==> src/shared/sbcra_regs.svh <==
// Constants of the register-access link: frame layout, register map, masks and timing.
`ifndef SBCRA_REGS_SVH
`define SBCRA_REGS_SVH

// ************************************************************
// Frame layout
// ************************************************************
`define SBCRA_FRAME_BITS 5'h10
`define SBCRA_CNT_MAX    5'h11
`define SBCRA_ADDR_LAST  5'h07
`define SBCRA_DATA_FIRST 5'h08
`define SBCRA_RW_BIT     7
`define SBCRA_ADDR_MSB   6
`define SBCRA_DATA_LSB   8

// ************************************************************
// Register addresses (seven-bit word addresses)
// ************************************************************
`define SBCRA_A_MODE_SUPPLY   7'h01
`define SBCRA_A_HW_CFG        7'h02
`define SBCRA_A_WATCHDOG      7'h03
`define SBCRA_A_BUS_CFG_1     7'h04
`define SBCRA_A_BUS_CFG_2     7'h05
`define SBCRA_A_WAKE_PULL     7'h08
`define SBCRA_A_WAKE_FILTER   7'h09
`define SBCRA_A_TIMER1        7'h0C
`define SBCRA_A_TIMER2        7'h0D
`define SBCRA_A_SWITCH_SD     7'h10
`define SBCRA_A_HIGH_SIDE_1   7'h14
`define SBCRA_A_HIGH_SIDE_2   7'h15
`define SBCRA_A_GEN_IO        7'h17
`define SBCRA_A_DUTY_1        7'h18
`define SBCRA_A_DUTY_2        7'h19
`define SBCRA_A_MOD_FREQ      7'h1C
`define SBCRA_A_SYS_SCRATCH   7'h1E
`define SBCRA_A_SUPPLY_STS_2  7'h40
`define SBCRA_A_SUPPLY_STS_1  7'h41
`define SBCRA_A_THERMAL_STS   7'h42
`define SBCRA_A_DEVICE_STS    7'h43
`define SBCRA_A_BUS_STS_1     7'h44
`define SBCRA_A_WAKE_STS_1    7'h46
`define SBCRA_A_HS_OC_STS     7'h54
`define SBCRA_A_HS_OL_STS     7'h55
`define SBCRA_A_PRODUCT       7'h7E
`define SBCRA_PAGE_CTL        2'h0
`define SBCRA_PAGE_STS        2'h2

// ************************************************************
// Bit masks and reset values
// ************************************************************
`define SBCRA_MASK_ALL        8'hFF
`define SBCRA_MASK_NONE       8'h00
`define SBCRA_WMASK_HW_CFG    8'hFB
`define SBCRA_WMASK_WATCHDOG  8'hF7
`define SBCRA_WMASK_BUS_1     8'h03
`define SBCRA_WMASK_TIMER     8'h77
`define SBCRA_WMASK_SWITCH_SD 8'h30
`define SBCRA_HMASK_MODE_SUP  8'hFC
`define SBCRA_HMASK_HW_CFG    8'h20
`define SBCRA_KEEP_MODE_SUP   8'h23
`define SBCRA_KEEP_HW_CFG     8'hD9
`define SBCRA_POR_VALUE       8'h00
`define SBCRA_RESTART_VALUE   8'h00
// Arbitrary product value; it names no real part.
`define SBCRA_PRODUCT_ID      8'h5A

// ************************************************************
// Host link timing and register map
// ************************************************************
`define SBCRA_HALF_CYC   4'h7
`define SBCRA_WB_CMD     8'h00
`define SBCRA_WB_RDATA   8'h04
`define SBCRA_WB_STAT    8'h08
`define SBCRA_WB_IRQ_STS 8'h0C
`define SBCRA_WB_IRQ_MSK 8'h10

`endif

==> src/shared/sbcra_pkg.sv <==
// Types shared by both ends of the register-access link.
package sbcra_pkg;

  typedef enum logic [4:0] {
    SBCRA_H_IDLE = 5'h01,
    SBCRA_H_LEAD = 5'h02,
    SBCRA_H_HIGH = 5'h04,
    SBCRA_H_LOW  = 5'h08,
    SBCRA_H_GAP  = 5'h10
  } sbcra_hstate_t;

  typedef struct packed {
    logic [1:0]       sclk_s;
    logic [1:0]       csn_s;
    logic [1:0]       mosi_s;
    logic             sclk_d;
    logic             csn_d;
    logic [4:0]       cnt;
    logic [15:0]      rx;
    logic [7:0]       tx_lo;
    logic [7:0]       tx_hi;
    logic             miso;
    logic [31:0][7:0] ctl;
    logic [31:0][7:0] sts;
  } sbcra_dev_st_t;

  typedef struct packed {
    sbcra_hstate_t state;
    logic [3:0]    div;
    logic [4:0]    cnt;
    logic [15:0]   tx;
    logic [15:0]   rx;
    logic [15:0]   rdata;
    logic          sclk;
    logic          csn;
    logic          mosi;
    logic [1:0]    miso_s;
    logic          irq_sts;
    logic          irq_msk;
    logic          ack;
    logic [31:0]   dat;
  } sbcra_host_st_t;

endpackage

==> src/shared/sbcra_spi_if.sv <==
// Four-wire serial link between the host end and the device end.
`timescale 1ns/1ps
interface sbcra_spi_if;
  logic sclk;
  logic csn;
  logic mosi;
  logic miso;

  modport dev (
    input  sclk,
    input  csn,
    input  mosi,
    output miso
  );

  modport host (
    output sclk,
    output csn,
    output mosi,
    input  miso
  );
endinterface

==> src/rtl/sbcra_device.sv <==
// Device end: serial register bank with control and status registers.
//
// Added by the designer: the Wishbone slave port of the host end.
`timescale 1ns/1ps
`include "sbcra_regs.svh"

// How it works
// - Frame is address byte then data byte.
// - Direction bit zero reads, nothing is stored.
// - Direction bit one stores the data byte.
// - Data bits sit at frame bits 8-15.
// - Reserved bits always read back as zero.
// - Host writes zeros into reserved positions.
// - Read-only bits ignore writes; rw bits store.
// - Hardware may update only rwh bits.
// - Reset or soft reset loads reset values.
// - Restart loads restart values, keeping don't-care bits.
// - Device never alters ordinary control bits itself.
// - Host changes ordinary control bits by writes.
// - One address selects one whole register byte.
// - Write frame shifts out the old content.
module sbcra_device (
  // Clock and reset
  input  wire logic        clk_i,
  input  wire logic        rst_i,
  // Serial link
  sbcra_spi_if.dev         spi,
  // Chip-side control
  input  wire logic        soft_rst_i,
  input  wire logic        restart_i,
  // Hardware update of rwh control bits
  input  wire logic        hw_upd_stb_i,
  input  wire logic [6:0]  hw_upd_addr_i,
  input  wire logic [7:0]  hw_upd_data_i,
  input  wire logic [7:0]  hw_upd_mask_i,
  // Hardware events into status registers
  input  wire logic        sts_set_stb_i,
  input  wire logic [6:0]  sts_set_addr_i,
  input  wire logic [7:0]  sts_set_bits_i,
  // Control register contents and write-frame strobe to the chip
  output logic [31:0][7:0] ctl_regs_o,
  output logic             frame_wr_o
);

  // ************************************************************
  // Register map functions
  // ************************************************************
  // Writable bits of each control register; zero means unmapped.
  function automatic logic [7:0] ctl_wmask(input logic [6:0] a);
    logic [7:0] m;
    m = `SBCRA_MASK_NONE;
    case (a)
      `SBCRA_A_MODE_SUPPLY, `SBCRA_A_BUS_CFG_2, `SBCRA_A_WAKE_PULL,
      `SBCRA_A_WAKE_FILTER, `SBCRA_A_HIGH_SIDE_1, `SBCRA_A_HIGH_SIDE_2,
      `SBCRA_A_GEN_IO, `SBCRA_A_DUTY_1, `SBCRA_A_DUTY_2, `SBCRA_A_MOD_FREQ,
      `SBCRA_A_SYS_SCRATCH: m = `SBCRA_MASK_ALL;
      `SBCRA_A_HW_CFG:      m = `SBCRA_WMASK_HW_CFG;
      `SBCRA_A_WATCHDOG:    m = `SBCRA_WMASK_WATCHDOG;
      `SBCRA_A_BUS_CFG_1:   m = `SBCRA_WMASK_BUS_1;
      `SBCRA_A_TIMER1, `SBCRA_A_TIMER2: m = `SBCRA_WMASK_TIMER;
      `SBCRA_A_SWITCH_SD:   m = `SBCRA_WMASK_SWITCH_SD;
      default:              m = `SBCRA_MASK_NONE;
    endcase
    return m;
  endfunction

  // Bits that the chip's own logic may change.
  function automatic logic [7:0] ctl_hmask(input logic [6:0] a);
    logic [7:0] m;
    m = `SBCRA_MASK_NONE;
    case (a)
      `SBCRA_A_MODE_SUPPLY: m = `SBCRA_HMASK_MODE_SUP;
      `SBCRA_A_HW_CFG:      m = `SBCRA_HMASK_HW_CFG;
      default:              m = `SBCRA_MASK_NONE;
    endcase
    return m;
  endfunction

  // Bits that keep their value on restart.
  function automatic logic [7:0] ctl_keep(input logic [6:0] a);
    logic [7:0] m;
    m = `SBCRA_MASK_ALL;
    case (a)
      `SBCRA_A_MODE_SUPPLY: m = `SBCRA_KEEP_MODE_SUP;
      `SBCRA_A_HW_CFG:      m = `SBCRA_KEEP_HW_CFG;
      default:              m = `SBCRA_MASK_ALL;
    endcase
    return m;
  endfunction

  function automatic logic [7:0] sts_mask(input logic [6:0] a);
    logic [7:0] m;
    m = `SBCRA_MASK_NONE;
    case (a)
      `SBCRA_A_SUPPLY_STS_2, `SBCRA_A_SUPPLY_STS_1, `SBCRA_A_THERMAL_STS,
      `SBCRA_A_DEVICE_STS, `SBCRA_A_BUS_STS_1, `SBCRA_A_WAKE_STS_1,
      `SBCRA_A_HS_OC_STS, `SBCRA_A_HS_OL_STS: m = `SBCRA_MASK_ALL;
      default: m = `SBCRA_MASK_NONE;
    endcase
    return m;
  endfunction

  function automatic logic [6:0] idx_addr(input logic [1:0] page, input int i);
    return {page, i[4:0]};
  endfunction

  // ************************************************************
  // State
  // ************************************************************
  sbcra_pkg::sbcra_dev_st_t st_r;
  sbcra_pkg::sbcra_dev_st_t st_nxt;

  logic [7:0] rd_val;
  logic [7:0] summary;
  logic       sclk_rise;
  logic       sclk_fall;
  logic       csn_fall;
  logic       csn_rise;
  logic       wr_frame;
  logic [6:0] rx_addr;

  assign sclk_rise = st_r.sclk_s[1] & ~st_r.sclk_d & ~st_r.csn_s[1];
  assign sclk_fall = ~st_r.sclk_s[1] & st_r.sclk_d & ~st_r.csn_s[1];
  assign csn_fall  = ~st_r.csn_s[1] & st_r.csn_d;
  assign csn_rise  = st_r.csn_s[1] & ~st_r.csn_d;
  assign rx_addr   = st_r.rx[`SBCRA_ADDR_MSB:0];
  // A frame of any other length leaves every register as it was.
  assign wr_frame  = csn_rise & (st_r.cnt == `SBCRA_FRAME_BITS)
                   & st_r.rx[`SBCRA_RW_BIT];

  // ************************************************************
  // Read path
  // ************************************************************
  always_comb begin
    rd_val = `SBCRA_MASK_NONE;
    summary = `SBCRA_MASK_NONE;
    // The address has just completed, so rx holds all seven address bits.
    if (rx_addr[6:5] == `SBCRA_PAGE_CTL) begin
      rd_val = st_r.ctl[rx_addr[4:0]] & ctl_wmask(rx_addr);
    end else if (rx_addr[6:5] == `SBCRA_PAGE_STS) begin
      rd_val = st_r.sts[rx_addr[4:0]] & sts_mask(rx_addr);
    end else if (rx_addr == `SBCRA_A_PRODUCT) begin
      rd_val = `SBCRA_PRODUCT_ID;
    end
    for (int i = 0; i < 32; i++) begin
      summary = summary | st_r.sts[i];
    end
  end

  // ************************************************************
  // Next state
  // ************************************************************
  always_comb begin
    logic [7:0] wdata;
    logic [7:0] wm;
    logic [7:0] hm;
    logic [4:0] ix;
    wdata = st_r.rx[15:8];
    wm = ctl_wmask(rx_addr);
    hm = ctl_hmask(hw_upd_addr_i) & hw_upd_mask_i;
    ix = rx_addr[4:0];
    st_nxt = st_r;
    // Synchronisers: the first stage feeds only the second.
    st_nxt.sclk_s = {st_r.sclk_s[0], spi.sclk};
    st_nxt.csn_s  = {st_r.csn_s[0], spi.csn};
    st_nxt.mosi_s = {st_r.mosi_s[0], spi.mosi};
    st_nxt.sclk_d = st_r.sclk_s[1];
    st_nxt.csn_d  = st_r.csn_s[1];

    if (csn_fall) begin
      st_nxt.cnt   = 5'h00;
      st_nxt.tx_lo = summary;
      st_nxt.tx_hi = `SBCRA_MASK_NONE;
      st_nxt.miso  = summary[0];
    end
    if (sclk_rise) begin
      st_nxt.rx[st_r.cnt[3:0]] = st_r.mosi_s[1];
      if (st_r.cnt != `SBCRA_CNT_MAX) begin
        st_nxt.cnt = st_r.cnt + 5'h01;
      end
    end
    // Old content is captured before any write of this frame lands.
    if (sclk_rise && st_r.cnt == `SBCRA_ADDR_LAST) begin
      st_nxt.tx_hi = rd_val;
    end
    if (sclk_fall) begin
      if (st_r.cnt < `SBCRA_DATA_FIRST) begin
        st_nxt.miso = st_r.tx_lo[st_r.cnt[2:0]];
      end else if (st_r.cnt < `SBCRA_FRAME_BITS) begin
        st_nxt.miso = st_r.tx_hi[st_r.cnt[2:0]];
      end else begin
        st_nxt.miso = 1'b0;
      end
    end

    // Only whole-register writes from the host; reserved bits stay zero.
    if (wr_frame && rx_addr[6:5] == `SBCRA_PAGE_CTL) begin
      st_nxt.ctl[ix] = (st_r.ctl[ix] & ~wm) | (wdata & wm);
    end
    // Writing a status register clears it; a same-cycle event still sets.
    if (wr_frame && rx_addr[6:5] == `SBCRA_PAGE_STS) begin
      st_nxt.sts[ix] = `SBCRA_MASK_NONE;
    end
    if (hw_upd_stb_i && hw_upd_addr_i[6:5] == `SBCRA_PAGE_CTL) begin
      st_nxt.ctl[hw_upd_addr_i[4:0]] = (st_nxt.ctl[hw_upd_addr_i[4:0]] & ~hm)
                                     | (hw_upd_data_i & hm);
    end
    if (sts_set_stb_i && sts_set_addr_i[6:5] == `SBCRA_PAGE_STS) begin
      st_nxt.sts[sts_set_addr_i[4:0]] = st_nxt.sts[sts_set_addr_i[4:0]]
                                      | (sts_set_bits_i & sts_mask(sts_set_addr_i));
    end

    if (restart_i) begin
      for (int i = 0; i < 32; i++) begin
        st_nxt.ctl[i] = ((st_r.ctl[i] & ctl_keep(idx_addr(`SBCRA_PAGE_CTL, i)))
                      | (`SBCRA_RESTART_VALUE & ~ctl_keep(idx_addr(`SBCRA_PAGE_CTL, i))))
                      & ctl_wmask(idx_addr(`SBCRA_PAGE_CTL, i));
      end
    end
    if (rst_i || soft_rst_i) begin
      for (int i = 0; i < 32; i++) begin
        st_nxt.ctl[i] = `SBCRA_POR_VALUE & ctl_wmask(idx_addr(`SBCRA_PAGE_CTL, i));
        st_nxt.sts[i] = `SBCRA_POR_VALUE;
      end
    end
    if (rst_i) begin
      st_nxt.sclk_s = 2'h0;
      st_nxt.csn_s  = 2'h3;
      st_nxt.mosi_s = 2'h0;
      st_nxt.sclk_d = 1'b0;
      st_nxt.csn_d  = 1'b1;
      st_nxt.cnt    = 5'h00;
      st_nxt.rx     = 16'h0000;
      st_nxt.tx_lo  = `SBCRA_MASK_NONE;
      st_nxt.tx_hi  = `SBCRA_MASK_NONE;
      st_nxt.miso   = 1'b0;
    end
  end

  always_ff @(posedge clk_i) begin
    st_r <= st_nxt;
  end

  // ************************************************************
  // Outputs
  // ************************************************************
  assign spi.miso   = st_r.miso;
  assign ctl_regs_o = st_r.ctl;
  assign frame_wr_o = wr_frame;

endmodule

==> src/flat_wrapper.sv <==
// flat-port wrapper written by rule: the top's interface ports become plain ports
module sbcra_device_flat 
  (clk_i, rst_i, soft_rst_i, restart_i, hw_upd_stb_i, hw_upd_addr_i, hw_upd_data_i, hw_upd_mask_i, sts_set_stb_i, sts_set_addr_i, sts_set_bits_i, ctl_regs_o, frame_wr_o, spi_sclk, spi_csn, spi_mosi, spi_miso);
  sbcra_spi_if spi_i ();
  input  wire logic clk_i;
  input  wire logic rst_i;
  input  wire logic soft_rst_i;
  input  wire logic restart_i;
  input  wire logic hw_upd_stb_i;
  input  wire logic [6:0] hw_upd_addr_i;
  input  wire logic [7:0] hw_upd_data_i;
  input  wire logic [7:0] hw_upd_mask_i;
  input  wire logic sts_set_stb_i;
  input  wire logic [6:0] sts_set_addr_i;
  input  wire logic [7:0] sts_set_bits_i;
  output logic [31:0][7:0] ctl_regs_o;
  output logic frame_wr_o;
  input wire logic [$bits(spi_i.sclk)-1:0] spi_sclk;
  input wire logic [$bits(spi_i.csn)-1:0] spi_csn;
  input wire logic [$bits(spi_i.mosi)-1:0] spi_mosi;
  output wire logic [$bits(spi_i.miso)-1:0] spi_miso;
  assign spi_i.sclk = spi_sclk;
  assign spi_i.csn = spi_csn;
  assign spi_i.mosi = spi_mosi;
  assign spi_miso = spi_i.miso;
  sbcra_device u_core (.clk_i(clk_i), .rst_i(rst_i), .spi(spi_i), .soft_rst_i(soft_rst_i), .restart_i(restart_i), .hw_upd_stb_i(hw_upd_stb_i), .hw_upd_addr_i(hw_upd_addr_i), .hw_upd_data_i(hw_upd_data_i), .hw_upd_mask_i(hw_upd_mask_i), .sts_set_stb_i(sts_set_stb_i), .sts_set_addr_i(sts_set_addr_i), .sts_set_bits_i(sts_set_bits_i), .ctl_regs_o(ctl_regs_o), .frame_wr_o(frame_wr_o));
endmodule
==> config.mk <==
export PLATFORM = sky130hd
export DESIGN_NAME = sbcra_device_flat
export DESIGN_NICKNAME = d
export VERILOG_FILES = /design/src/shared/sbcra_pkg.sv /design/src/shared/sbcra_spi_if.sv /design/src/rtl/sbcra_device.sv /design/src/flat_wrapper.sv
export VERILOG_INCLUDE_DIRS = /design/src /design/src/shared
export SDC_FILE = /design/constraint.sdc
export NUM_CORES = 2
export LEC_CHECK = 0
export ABC_AREA = 1
export ABC_CLOCK_PERIOD_IN_PS = 3900
export BUFFER_PORTS_ARGS = -buffer_cell sky130_fd_sc_hd__buf_2
export CORE_MARGIN = 2
export CORE_UTILIZATION = 35
export CTS_CLUSTER_SIZE = 30
export DETAILED_ROUTE_END_ITERATION = 16
export HOLD_SLACK_MARGIN = 0.06
export SYNTH_ARGS = -nofsm -noshare
export SYNTH_HDL_FRONTEND = slang
export SYNTH_SLANG_ARGS = --single-unit
==> constraint.sdc <==
create_clock -name clk_i -period 3.9 [get_ports clk_i]
set_input_delay 0.78 -clock clk_i [delete_from_list [all_inputs] [get_ports clk_i]]
set_output_delay 0.78 -clock clk_i [all_outputs]
set_load 0.02 [all_outputs]
==> results.cfg <==
[synth]
ys_warn_count = 0
ys_seq_elements = 564
avgSynthCellArea_um2 = 6.58
synthesis.area_um2 = 32700
async_flop_share_pct = 0
synth_edf_count = 0
ys_types = 57
synth_nets = 5025
synthCells = 4971
synth-main-ff-cell = dfxtp_1
yosysSeqAreaShare_pct = 34.5

[setup_path]
cp-start-kind = flip-flop
cp_max_fo = 32
required_ns = 4.43
cp-end-kind = flip-flop
timing_worst_setup_path_type = reg2reg
cp.arrival_ns = 4.34

[clock_network]
cts_root_buffer = clkbuf_16
cts_setup_buffers = 0
cts.reportedPaths.clkPinSlew_ns = 0.06
hold_buffers = 0
cts-resized-gates = 0
cts_tree = yes
cts_buffers = 68
clock_path_buffers = 3
clkSinkCount = 564
htree_levels = 3
clkLatencyLatePin_ns = 0.63

[place]
place_hpwl_um = 108000
io_buffers = 300
gp_congestion = 0.998

[detailed_routing]
detail-route-antenna-nets = 0
finalWirelength_um = 150000
dr.pass1.iters = 6
avgRoutedWirePerCell_um = 23.6
post-route-drc-count = 0
drtIter0Drc = 5288
via_count = 36200
via_per_inst = 5.72

[sta]
tightest_slew_ns = 1.29
finClkSkew_ns = 0.0275
rsz0062_at_grt = false
holdWs_ns = 0.390
setup_tns_ns = 0
period_share_pct = 97.7
setup_viol = 0
relSlewSlack_pct = 13.4
min_period_ns = 3.81
slew_viol_final = 0
hold_viol_final = 0
fmax_ghz = 0.262

[grt]
grt_max_degree = 100
grt_pass1_wl_um = 216000
grt_usage_pct = 30.0
antenna_found_initial = 3
grt_pass1_vias = 32400
grt-ovfl-total = 0

[final_layout]
n_fill_cell = 9927
seq_area_um2 = 11300
multi_input_area_um2 = 16400
drive_above_1_share_pct = 15.2
area_growth_pct = 12.4
fin_nets = 5076

[floorplanning]
core_area_um2 = 92900
rows = 112
die_w_um = 310
die_h_um = 310
ios = 305
start_util_pct = 35.2
die_area_um2 = 95900

[power_and_ir_drop]
p_leak_nw = 15.1
pwr_density_cell_nw_per_um2 = 350
ir_worst_vdd_mv = 0.310

[flow_run]
maxCapViolations = 0

[min_path]
hold_class = reg2reg

[outcome]
status = complete, no violations
[cells in the mapped netlist (16+ instances only)]
cell type / number / area, µm²
a211oi_1: 38 / 285
a21oi_1: 200 / 1000
a221oi_1: 22 / 193
a22oi_1: 16 / 120
buf_1: 18 / 67.6
buf_2: 70 / 350
buf_4: 276 / 2070
clkbuf_1: 153 / 574
dfxtp_1: 564 / 11300
inv_1: 462 / 1730
inv_2: 38 / 143
nand2_1: 971 / 3640
nand3_1: 466 / 2330
nand4_1: 41 / 257
nor2_1: 694 / 2610
nor3_1: 77 / 385
nor4_1: 44 / 275
o2111ai_1: 20 / 175
o211ai_1: 95 / 713
o21ai_0: 232 / 1160
o21ai_1: 29 / 145
o221ai_1: 21 / 184
o22ai_1: 218 / 1360
or2_2: 56 / 350
[cells by family (layout without fill, tap and decap cells)]
family	Yosys count	after routing	share of synthesized area [%]
other cells	0	3	0
fa+ha+maj	7	7	0.268
simple gates	2421	2421	32.1
buf+inv	1038	1135	15.5
compound gates	941	941	17.6
flops	564	564	34.5
[metrics by stage]
step	power (mW)	area (µm²)	worst slack, ns	utilization (%)	std cells
2_1_floorplan	6.18	32700	1.00	-	4971
3_3_place_gp	6.45	34500	0.265	37.2	6206
3_5_place_dp	6.45	34500	0.227	37.2	6206
4_1_cts	12.9	36700	0.217	39.5	6322
5_1_grt	13.1	36700	0.0234	39.5	6322
6_report	12.9	36700	0.0883	39.6	6325
[report_power, final]
part / switching (mW) / total, mW / internal [mW]
clock: 2.64 / 6.50 / 3.86
combinational: 0.452 / 0.567 / 0.115
sequential: 0.00854 / 5.78 / 5.77
[layout by cell type, fill, tap and decap left out, types with 38 or more instances in the layout]
cell and instances:
nand3_1 466, inv_1 461, buf_4 184, dfxtp_1 564, or2_2 56, nand2_1 966
buf_2 299, clkbuf_16 73, nor3_1 77, o211ai_1 95, nand4_1 41, nor4_1 44
o21ai_0 232, o22ai_1 218, a211oi_1 38, nor2_1 687, a21oi_1 200
[critical path, cell delays in order, from the launching register on]
cell and delay (ns):
dfxtp_1 0.45, buf_4 0.24, nand2_4 0.28, buf_12 0.29, buf_4 0.22, o22ai_1 0.22, a221oi_1 0.09, o211ai_1 0.33
o22ai_1 0.21, o21ai_4 1.01, o211ai_1 0.16, a21oi_1 0.18
[worst paths after layout]
| check | startpoint | to | slack, ns | cells after the start |
|---|---|---|---|---|
| worst max-delay path | u_core.rx_addr[1] | u_core.ctl_regs_o[192] | 0.09 | 11 |
| worst max register to register | u_core.rx_addr[1] | u_core.ctl_regs_o[192] | 0.09 | 11 |
| worst min register to register | u_core.st_r[552] | u_core.st_r[553] | 0.39 | 2 |
| worst min-delay path | u_core.st_r[552] | u_core.st_r[553] | 0.39 | 2 |
[metal layers]
layer / GRT usage, % / wire (µm)
met1: 39.3 / 58000
met2: 46.3 / 64900
met3: 6.17 / 17900
met4: 15.9 / 8710
met5: 0 / 32
[flip-flops by register name (all words and copies together) (netlist names), named ones only]
register and cells:
u_core.rx_addr 5, u_core.ctl_regs_o 256, u_core.st_r 285, u_core.spi.miso 1
[layout make-up]
cell class	count	area share [%]
flip-flops and latches	564	30.7
diodes	3	0.0204
repair buffers	505	9.03
inverters	514	5.28
multi-input cells	3369	44.6
clock inverters	10	0.351
clock buffers	106	5.69
well taps	1254	4.27
(Power assumes the default switching activity.)
